File: src/hdl/ccl_pkg.sv
// Package: register map, field layout, codes and carriers of the comparator control block
package ccl_pkg;
  // ==========================================================
  // Register byte offsets
  localparam logic [7:0] OFF_CMP_CTRL  = 8'h00;
  localparam logic [7:0] OFF_CONV_B    = 8'h04;
  localparam logic [7:0] OFF_DIN_DIS   = 8'h08;
  localparam logic [7:0] OFF_IRQ_STAT  = 8'h0C;
  localparam logic [7:0] OFF_IRQ_MASK  = 8'h10;
  // ==========================================================
  // Field positions
  localparam int BIT_OFF      = 7;
  localparam int BIT_REF      = 6;
  localparam int BIT_RES      = 5;
  localparam int BIT_FLAG     = 4;
  localparam int BIT_IEN      = 3;
  localparam int BIT_RSV      = 2;
  localparam int MODE_LSB     = 0;
  localparam int BIT_MUXEN    = 6;
  localparam int BIT_NEG_OFF  = 1;
  localparam int BIT_POS_OFF  = 0;
  localparam int IRQ_EVT      = 0;
  localparam int IRQ_TOG      = 1;
  localparam int IRQ_W        = 2;
  // ==========================================================
  // Edge mode codes
  typedef logic [1:0] ccl_mode_t;
  localparam ccl_mode_t MODE_TOGGLE = 2'h0;
  localparam ccl_mode_t MODE_RSVD   = 2'h1;
  localparam ccl_mode_t MODE_FALL   = 2'h2;
  localparam ccl_mode_t MODE_RISE   = 2'h3;
  // ==========================================================
  // Reset values, bus answers, timing
  localparam logic [1:0]        RESP_OKAY   = 2'h0;
  localparam logic [1:0]        RESP_SLVERR = 2'h2;
  localparam logic [1:0]        DIS_RST     = 2'h0;
  localparam logic [IRQ_W-1:0]  MASK_RST    = 2'h0;
  localparam int                SYNC_STAGES = 2;
  // ==========================================================
  // Carriers
  typedef struct packed {
    logic       power_off;
    logic       ref_bandgap;
    logic       neg_from_mux;
    logic [1:0] neg_channel;
  } ccl_analog_s;
  typedef struct packed {
    logic neg;
    logic pos;
  } ccl_pins_s;
endpackage

File: src/hdl/ccl_sync.sv
// Level synchroniser for the raw comparator output
`timescale 1ns/1ps
module ccl_sync #(
  parameter int STAGES = ccl_pkg::SYNC_STAGES
) (
  input  wire logic aclk,
  input  wire logic aresetn,
  input  wire logic async_in,
  output logic      sync_out
);
  // ==========================================================
  // Shift chain; only the last stage is seen outside
  logic [STAGES-1:0] stage_q;

  always_ff @(posedge aclk) begin
    if (!aresetn) begin
      stage_q <= '0;
    end else begin
      stage_q <= {stage_q[STAGES-2:0], async_in};
    end
  end

  assign sync_out = stage_q[STAGES-1];
endmodule

File: src/hdl/ccl_edge.sv
// Edge detector choosing the comparator event by mode
`timescale 1ns/1ps
module ccl_edge (
  input  wire logic              aclk,
  input  wire logic              aresetn,
  input  wire logic              level,
  input  wire logic              hold_off,
  input  wire ccl_pkg::ccl_mode_t mode,
  output logic                   event_pulse,
  output logic                   toggle_pulse
);
  // ==========================================================
  // Previous value keeps tracking while held off, so no stale edge fires on release
  logic prev_q;
  logic rise;
  logic fall;

  always_ff @(posedge aclk) begin
    if (!aresetn) begin
      prev_q <= 1'b0;
    end else begin
      prev_q <= level;
    end
  end

  assign rise         = level & ~prev_q & ~hold_off;
  assign fall         = ~level & prev_q & ~hold_off;
  assign toggle_pulse = rise | fall;

  always_comb begin
    case (mode)
      ccl_pkg::MODE_TOGGLE: event_pulse = rise | fall;
      ccl_pkg::MODE_FALL:   event_pulse = fall;
      ccl_pkg::MODE_RISE:   event_pulse = rise;
      default:              event_pulse = 1'b0; // Reserved code raises nothing
    endcase
  end
endmodule

File: src/hdl/ccl_top.sv
// Comparator control: result sync, event flag, mux routing, pin gating, AXI4-Lite registers
//
// Contract
// - Result reads one while selected positive input exceeds selected negative input.
// - Raw comparator output is synchronised, two clocks latency.
// - Mode field picks toggle, reserved, falling or rising edge as event.
// - Hardware sets the event flag on the selected event.
// - Flag clears on vector execution or software writing one; zero leaves it.
// - Interrupt request only while flag, enable and global enable all set.
// - Writing the off bit powers down the comparator, allowed any time.
// - Fixed reference bit selects bandgap, else positive pin, for positive input.
// - Control register bit 2 always reads zero.
// - Mux enable with converter off routes channel 0 to 3 to negative input.
// - Mux enable sits at bit 6 of converter register B, read-write.
// - Input-off bits disable pin buffers and force port input reads to zero.
// - While converter is on it owns the mux; comparator cannot borrow it.
`timescale 1ns/1ps
module ccl_top (
  input  wire logic                 aclk,
  input  wire logic                 aresetn,
  // AXI4-Lite slave
  input  wire logic [7:0]           s_axi_awaddr,
  input  wire logic                 s_axi_awvalid,
  output logic                      s_axi_awready,
  input  wire logic [31:0]          s_axi_wdata,
  input  wire logic [3:0]           s_axi_wstrb,
  input  wire logic                 s_axi_wvalid,
  output logic                      s_axi_wready,
  output logic [1:0]                s_axi_bresp,
  output logic                      s_axi_bvalid,
  input  wire logic                 s_axi_bready,
  input  wire logic [7:0]           s_axi_araddr,
  input  wire logic                 s_axi_arvalid,
  output logic                      s_axi_arready,
  output logic [31:0]               s_axi_rdata,
  output logic [1:0]                s_axi_rresp,
  output logic                      s_axi_rvalid,
  input  wire logic                 s_axi_rready,
  // Comparator core and converter side
  input  wire logic                 cmp_raw,
  input  wire logic                 converter_on,
  input  wire logic [1:0]           channel_select,
  output ccl_pkg::ccl_analog_s      analog_ctl,
  // Digital pin path
  input  wire ccl_pkg::ccl_pins_s   pin_in,
  output ccl_pkg::ccl_pins_s        pin_port,
  // Processor interrupt side
  input  wire logic                 global_irq_enable,
  input  wire logic                 irq_vector_ack,
  output logic                      comparator_irq_req,
  output logic                      irq
);
  // ==========================================================
  // Register state
  logic                    off_q;
  logic                    ref_q;
  logic                    ien_q;
  ccl_pkg::ccl_mode_t      mode_q;
  logic                    flag_q;
  logic                    muxen_q;
  logic [1:0]              dis_q;
  logic [ccl_pkg::IRQ_W-1:0] stat_q;
  logic [ccl_pkg::IRQ_W-1:0] mask_q;
  ccl_pkg::ccl_analog_s    analog_q;
  ccl_pkg::ccl_pins_s      pin_q;

  logic                    comparator_result;
  logic                    evt;
  logic                    tog;

  // ==========================================================
  // Bus handshake state
  logic                    aw_full_q;
  logic [7:0]              aw_addr_q;
  logic                    w_full_q;
  logic [31:0]             w_data_q;
  logic [3:0]              w_strb_q;
  logic                    bvalid_q;
  logic [1:0]              bresp_q;
  logic                    rvalid_q;
  logic [31:0]             rdata_q;
  logic [1:0]              rresp_q;
  logic                    wr_go;
  logic                    rd_go;
  logic                    wr_ctrl;
  logic                    flag_clr;
  logic                    stat_clr;

  function automatic logic mapped(input logic [7:0] a);
    mapped = a == ccl_pkg::OFF_CMP_CTRL || a == ccl_pkg::OFF_CONV_B || a == ccl_pkg::OFF_DIN_DIS
          || a == ccl_pkg::OFF_IRQ_STAT || a == ccl_pkg::OFF_IRQ_MASK;
  endfunction

  function automatic logic hit(input logic [7:0] a, input logic [7:0] off, input logic [3:0] strb);
    hit = a == off && strb[0];
  endfunction

  // ==========================================================
  // Comparator output path
  ccl_sync #(
    .STAGES   (ccl_pkg::SYNC_STAGES)
  ) u_sync (
    .aclk     (aclk),
    .aresetn  (aresetn),
    .async_in (cmp_raw),
    .sync_out (comparator_result)
  );

  ccl_edge u_edge (
    .aclk         (aclk),
    .aresetn      (aresetn),
    .level        (comparator_result),
    .hold_off     (off_q),
    .mode         (mode_q),
    .event_pulse  (evt),
    .toggle_pulse (tog)
  );

  // ==========================================================
  // Write channel: address and data taken in either order
  assign s_axi_awready = !aw_full_q;
  assign s_axi_wready  = !w_full_q;
  assign wr_go         = aw_full_q && w_full_q && !bvalid_q;
  assign wr_ctrl       = wr_go && hit(aw_addr_q, ccl_pkg::OFF_CMP_CTRL, w_strb_q);

  always_ff @(posedge aclk) begin
    if (!aresetn) begin
      aw_full_q <= 1'b0;
      aw_addr_q <= 8'h00;
    end else if (s_axi_awvalid && s_axi_awready) begin
      aw_full_q <= 1'b1;
      aw_addr_q <= s_axi_awaddr;
    end else if (wr_go) begin
      aw_full_q <= 1'b0;
    end
  end

  always_ff @(posedge aclk) begin
    if (!aresetn) begin
      w_full_q <= 1'b0;
      w_data_q <= 32'h00000000;
      w_strb_q <= 4'h0;
    end else if (s_axi_wvalid && s_axi_wready) begin
      w_full_q <= 1'b1;
      w_data_q <= s_axi_wdata;
      w_strb_q <= s_axi_wstrb;
    end else if (wr_go) begin
      w_full_q <= 1'b0;
    end
  end

  always_ff @(posedge aclk) begin
    if (!aresetn) begin
      bvalid_q <= 1'b0;
      bresp_q  <= ccl_pkg::RESP_OKAY;
    end else if (wr_go) begin
      bvalid_q <= 1'b1;
      bresp_q  <= mapped(aw_addr_q) ? ccl_pkg::RESP_OKAY : ccl_pkg::RESP_SLVERR;
    end else if (s_axi_bready) begin
      bvalid_q <= 1'b0;
    end
  end

  assign s_axi_bvalid = bvalid_q;
  assign s_axi_bresp  = bresp_q;

  // ==========================================================
  // Control fields; power down takes effect whatever else is set
  always_ff @(posedge aclk) begin
    if (!aresetn) begin
      off_q  <= 1'b0;
      ref_q  <= 1'b0;
      ien_q  <= 1'b0;
      mode_q <= ccl_pkg::MODE_TOGGLE;
    end else if (wr_ctrl) begin
      off_q  <= w_data_q[ccl_pkg::BIT_OFF];
      ref_q  <= w_data_q[ccl_pkg::BIT_REF];
      ien_q  <= w_data_q[ccl_pkg::BIT_IEN];
      mode_q <= w_data_q[ccl_pkg::MODE_LSB+1:ccl_pkg::MODE_LSB];
    end
  end

  always_ff @(posedge aclk) begin
    if (!aresetn) begin
      muxen_q <= 1'b0;
      dis_q   <= ccl_pkg::DIS_RST;
      mask_q  <= ccl_pkg::MASK_RST;
    end else if (wr_go) begin
      if (hit(aw_addr_q, ccl_pkg::OFF_CONV_B, w_strb_q)) begin
        muxen_q <= w_data_q[ccl_pkg::BIT_MUXEN];
      end
      if (hit(aw_addr_q, ccl_pkg::OFF_DIN_DIS, w_strb_q)) begin
        dis_q <= w_data_q[ccl_pkg::BIT_NEG_OFF:ccl_pkg::BIT_POS_OFF];
      end
      if (hit(aw_addr_q, ccl_pkg::OFF_IRQ_MASK, w_strb_q)) begin
        mask_q <= w_data_q[ccl_pkg::IRQ_W-1:0];
      end
    end
  end

  // ==========================================================
  // Event flag: a new event wins over a clear in the same cycle
  assign flag_clr = irq_vector_ack || (wr_ctrl && w_data_q[ccl_pkg::BIT_FLAG]);

  always_ff @(posedge aclk) begin
    if (!aresetn) begin
      flag_q <= 1'b0;
    end else begin
      flag_q <= evt || (flag_q && !flag_clr);
    end
  end

  assign comparator_irq_req = flag_q && ien_q && global_irq_enable;

  // ==========================================================
  // Sticky status, cleared by reading it; set wins over the read
  assign stat_clr = rd_go && s_axi_araddr == ccl_pkg::OFF_IRQ_STAT;

  always_ff @(posedge aclk) begin
    if (!aresetn) begin
      stat_q <= '0;
    end else begin
      stat_q[ccl_pkg::IRQ_EVT] <= evt || (stat_q[ccl_pkg::IRQ_EVT] && !stat_clr);
      stat_q[ccl_pkg::IRQ_TOG] <= tog || (stat_q[ccl_pkg::IRQ_TOG] && !stat_clr);
    end
  end

  assign irq = |(stat_q & mask_q);

  // ==========================================================
  // Read channel
  assign s_axi_arready = !rvalid_q;
  assign rd_go         = s_axi_arvalid && s_axi_arready;

  always_ff @(posedge aclk) begin
    if (!aresetn) begin
      rvalid_q <= 1'b0;
      rdata_q  <= 32'h00000000;
      rresp_q  <= ccl_pkg::RESP_OKAY;
    end else if (rd_go) begin
      rvalid_q <= 1'b1;
      rdata_q  <= 32'h00000000;
      rresp_q  <= mapped(s_axi_araddr) ? ccl_pkg::RESP_OKAY : ccl_pkg::RESP_SLVERR;
      case (s_axi_araddr)
        ccl_pkg::OFF_CMP_CTRL: begin
          rdata_q[ccl_pkg::BIT_OFF]  <= off_q;
          rdata_q[ccl_pkg::BIT_REF]  <= ref_q;
          rdata_q[ccl_pkg::BIT_RES]  <= comparator_result;
          rdata_q[ccl_pkg::BIT_FLAG] <= flag_q;
          rdata_q[ccl_pkg::BIT_IEN]  <= ien_q;
          rdata_q[ccl_pkg::MODE_LSB+1:ccl_pkg::MODE_LSB] <= mode_q; // bit 2 left zero
        end
        ccl_pkg::OFF_CONV_B:   rdata_q[ccl_pkg::BIT_MUXEN] <= muxen_q;
        ccl_pkg::OFF_DIN_DIS:  rdata_q[ccl_pkg::BIT_NEG_OFF:ccl_pkg::BIT_POS_OFF] <= dis_q;
        ccl_pkg::OFF_IRQ_STAT: rdata_q[ccl_pkg::IRQ_W-1:0] <= stat_q;
        ccl_pkg::OFF_IRQ_MASK: rdata_q[ccl_pkg::IRQ_W-1:0] <= mask_q;
        default:               rdata_q <= 32'h00000000;
      endcase
    end else if (s_axi_rready) begin
      rvalid_q <= 1'b0;
    end
  end

  assign s_axi_rvalid = rvalid_q;
  assign s_axi_rdata  = rdata_q;
  assign s_axi_rresp  = rresp_q;

  // ==========================================================
  // Analog routing; the converter owning the mux overrides the borrow request
  always_ff @(posedge aclk) begin
    if (!aresetn) begin
      analog_q <= '0;
    end else begin
      analog_q.power_off    <= off_q;
      analog_q.ref_bandgap  <= ref_q;
      analog_q.neg_from_mux <= muxen_q && !converter_on;
      analog_q.neg_channel  <= channel_select;
    end
  end

  assign analog_ctl = analog_q;

  // ==========================================================
  // Digital pin path; gated pins read zero and save buffer current
  always_ff @(posedge aclk) begin
    if (!aresetn) begin
      pin_q <= '0;
    end else begin
      pin_q.neg <= pin_in.neg && !dis_q[ccl_pkg::BIT_NEG_OFF];
      pin_q.pos <= pin_in.pos && !dis_q[ccl_pkg::BIT_POS_OFF];
    end
  end

  assign pin_port = pin_q;

  logic rd_ctrl_q;
  always_ff @(posedge aclk) begin
    if (!aresetn) begin
      rd_ctrl_q <= 1'b0;
    end else if (rd_go) begin
      rd_ctrl_q <= s_axi_araddr == ccl_pkg::OFF_CMP_CTRL;
    end
  end
endmodule

File: config.mk
export PLATFORM = sky130hd
export DESIGN_NAME = ccl_top
export DESIGN_NICKNAME = d
export VERILOG_FILES = /design/src/hdl/ccl_pkg.sv /design/src/hdl/ccl_sync.sv /design/src/hdl/ccl_edge.sv /design/src/hdl/ccl_top.sv
export SDC_FILE = /design/constraint.sdc
export NUM_CORES = 1
export LEC_CHECK = 0
export BUFFER_PORTS_ARGS = -buffer_cell sky130_fd_sc_hd__buf_2
export CAP_MARGIN = 10
export CORE_ASPECT_RATIO = 1.5
export CORE_MARGIN = 5
export CORE_UTILIZATION = 45
export DETAILED_ROUTE_END_ITERATION = 8
export PLACE_DENSITY = 0.79
export SYNTH_ARGS = -nofsm -noshare
export SYNTH_HDL_FRONTEND = slang
export SYNTH_SLANG_ARGS = --single-unit
File: constraint.sdc
create_clock -name aclk -period 2.5 [get_ports aclk]
set_clock_uncertainty 0.15 [all_clocks]
set_input_delay 0.25 -clock aclk [delete_from_list [all_inputs] [get_ports aclk]]
set_output_delay 0.25 -clock aclk [all_outputs]
set_load 0.05 [all_outputs]
==> summary.md <==
| Metric | Value |
|---|---|
| Status | finished, final reports clean |
| Vias in the first global route | 1770 |
| Clock buffer depth | 2 |
| Post-CTS setup buffer count | 0 |
| Final hold vios | 0 |
| Drt total wl | around 4700 µm |
| Root buf cell | clkbuf_8 |
| Row count | 32 |
| Cells after Synth | 236 |
| H-tree levels | 2 |
| Crit. End Element | flop |
| Post-route minimum period | 1.87 ns |
| Seq cells post-synth | 51 |
| CTS tree | done |
| Pwr Density | a little over 600 nW/µm² |
| Wire length of the first global-routing pass | 7720 µm |
| Final #Nets | 367 |
| Final Cycle Share | 0.748 |
| CP startpoint kind | flop |
| Max-cap violations | 0 |
| X dimension of the die | 68.4 µm |
| GRT Overall Usage | 0.147 |
| Fin cells | 369 |
| Post-Synth Adder-Cell Area | 0 |
| Initial antenna violation count | 0 |
| Routed via count | between 1500 and 2000 |
| Syn-to-layout area delta | 17.6% |
| I/O pin count | 117 |
| Post-synthesis average cell area | about 9.7 µm² |
| Synth async-reset ratio | 0 |
| Overflow after GRT | 0 |
| Kind of critical path | reg2reg |
| Layout cells sized above 1 | 0.272 |
| Top cell type's share of synthesized area | 0.444 |
| Arrival time at the worst endpoint | 1.96 ns |
| Tightest Hold Check Type | in2reg |
| Hpwl dp | 3650 µm |
| Post-synth EDFFs | 0 |
| Xor-xnor portion of the synthesized cell area | 0.00762 |
| CP cell instances | or4_4, nor4_4, mux2i_1 |
| Inserted Diodes | 0 |
| Mapped cell area | 2300 µm² |
| Area leader, netlist | dfxtp_1 |
| Clk sinks | 51 |
| Routed Antenna Nets | 0 |
| Synth area leaders | dfxtp_1, mux2i_1, buf_4 |
| Cell leakage power | 1.18 nW |
| Die Span Y | between 90 and 100 µm |
| Post-CTS sizing | 0 |
| Power Total | 1.64 mW |
| DIE AREA | 6670 µm² |
| Max FO, Critical Path | 6 |
| Avg Vias per Cell | ~4.8 |
| Slew Viols, Final | 0 |
| DR iter-0 viols | 75 |
| CTS clock-pin slew for the worst setup and hold paths | 0.10 ns |
| Multiplexer area fraction after synthesis | 0.131 |
| PortBufs | 60 |
| Worst-Skew Late Latency | 0.30 ns |
| Count of cell types in the netlist | 40 |
| Simple-Gate Fraction of Synth Area | 0.228 |
| GP Congestion | 0.762 |
| Main combinational cell family by area after synthesis | simple AND/OR/NAND/NOR gates |
| CP Data Required Time | about 2.6 ns |
| Max incr delay on CP | 0.60 ns |
| Wire per inst | 12.7 µm |
| TritonCTS Buffers | 5 |
| DR DRC count | 0 |
| Max VDD drop | 0.000449 V |
| Main synth FF type | dfxtp_1 |
| Sequential cell area fraction in the yosys report | 0.444 |
| Area post-placement | 2560 µm² |
| Largest net degree at the start of global routing | 30 |
| Final setup TNS | 0 ns |
| Warnings from Yosys | 0 |
| Cells after DPL | between 300 and 400 |
| Slowest cell on crit path | or4_4 |
| # setup viols final | 0 |
| F_max | 535 MHz |
| Synth Area in Compound Gates | 0.0686 |
| RSZ-0062 raised after global routing | no |
| Starting Density | 0.456 |
| Drt pass-1 iters | 4 |
| Area of the core | ~5000 µm² |
| Design Area, Final | between 2000 and 3000 µm² |
[placed cells by master (no fill, tap or decap), drive strengths merged, types with 2 or more instances in the layout]
cell / count
nor2: 9
o22ai: 5
nand2: 21
buf: 64
dfxtp: 51
nand3: 3
and2: 7
clkbuf: 5
a32o: 2
or4b: 2
dlygate4sd3: 5
mux2i: 29
o2bb2ai: 3
o21ai: 4
nor4: 7
or4: 2
o31ai: 2
a31oi: 3
clkinv: 2
nand4b: 2
conb: 27
nor2b: 19
or3b: 3
nand2b: 3
xnor2: 2
nand3b: 2
inv: 6
[layer usage]
metal | track usage | share of wire | vias up
met2 | 0.260 | 0.52 | 64
li1 | - | - | 882
met1 | 0.158 | 0.38 | 822
met3 | 0.0359 | 0.076 | 12
met5 | 0 | 0 | -
met4 | 0.0658 | 0.028 | 0
[critical path: cells and delay by family (launching register included)]
kind / cells / cell delay (ns)
and+or+nand+nor: 2 / 1.09
muxes: 1 / 0.24
DFF: 1 / 0.33
[layout make-up]
| cell class | count | area, µm² |
|---|---|---|
| Inverter | 6 | 22.5 |
| Fill cell | 508 | 2340 |
| Multi-Input combinational cell | 167 | 1100 |
| Tap cell | 68 | 85.1 |
| Timing Repair Buffer | 69 | 380 |
| Sequential cell | 51 | 1020 |
| Clock inverter | 3 | 25.0 |
| Clock buffer | 5 | 68.8 |
[Yosys cell counts, types with 2 or more instances]
master     count
nor2_1         9
o31ai_1        2
and2_1         6
or4b_2         2
nand3_1        3
nand3b_1       2
dfxtp_1       51
buf_4         27
o21ai_0        4
a32o_1         2
nand4b_1       2
a31oi_1        3
inv_1          6
or3b_2         3
nand2_1       21
clkbuf_1      10
o22ai_1        5
nor4_1         4
mux2i_1       29
xnor2_1        2
o2bb2ai_1      3
nand2b_1       3
nor2b_1       19
nor4_2         2
[state kept, by name (all words and copies together) (netlist names), 2 cells and up]
register	count
analog_ctl	5
aw_addr_q	8
dis_q	2
mask_q	2
mode_q	2
pin_port	2
s_axi_rdata	7
stat_q	2
u_sync.stage_q	2
w_data_q	6
[cell families after synthesis]
logic type	count (synthesis)
and+or+nand+nor	86
DFF	51
buffers and inverters	44
muxes	30
AOI/OAI and AO/OA	22
xor gates and xnor gates	2
other	1
[per-stage QoR]
| stage | hold WS, ns | setup WS [ns] | util |
|---|---|---|---|
| finish | 0.0132 | 0.631 | 0.536 |
| global route | 0.00139 | 0.455 | 0.536 |
| CTS | 0.00348 | 0.606 | 0.536 |
| detailed placement | 0.260 | 0.620 | 0.508 |
| global placement | 0.258 | 0.648 | 0.508 |
| floorplan | 0.172 | 0.698 | - |
[report_power, final]
part	switching (mW)	internal (mW)	total (mW)
logic	0.207	0.0892	0.296
clock network	0.278	0.200	0.479
registers	0.0251	0.843	0.869
[worst paths after layout]
| path | from | cells past startpoint | slack [ns] | to |
|---|---|---|---|---|
| setup / recovery | aw_addr_q[5] | 3 | 0.63 | mode_q[0] |
| hold / removal | s_axi_awvalid | 3 | 0.01 | aw_full_q |
| setup reg to reg | aw_addr_q[5] | 3 | 0.63 | mode_q[0] |
| hold reg to reg | u_sync.stage_q[0] | 1 | 0.30 | u_sync.stage_q[1] |
[timing repair]
item,4_1_cts,5_1_grt
hold endpoints to repair,5,0
hold buffers,5,0
endpoints found under the setup margin,0,0
No activity file was read; power rests on OpenSTA's default activity.
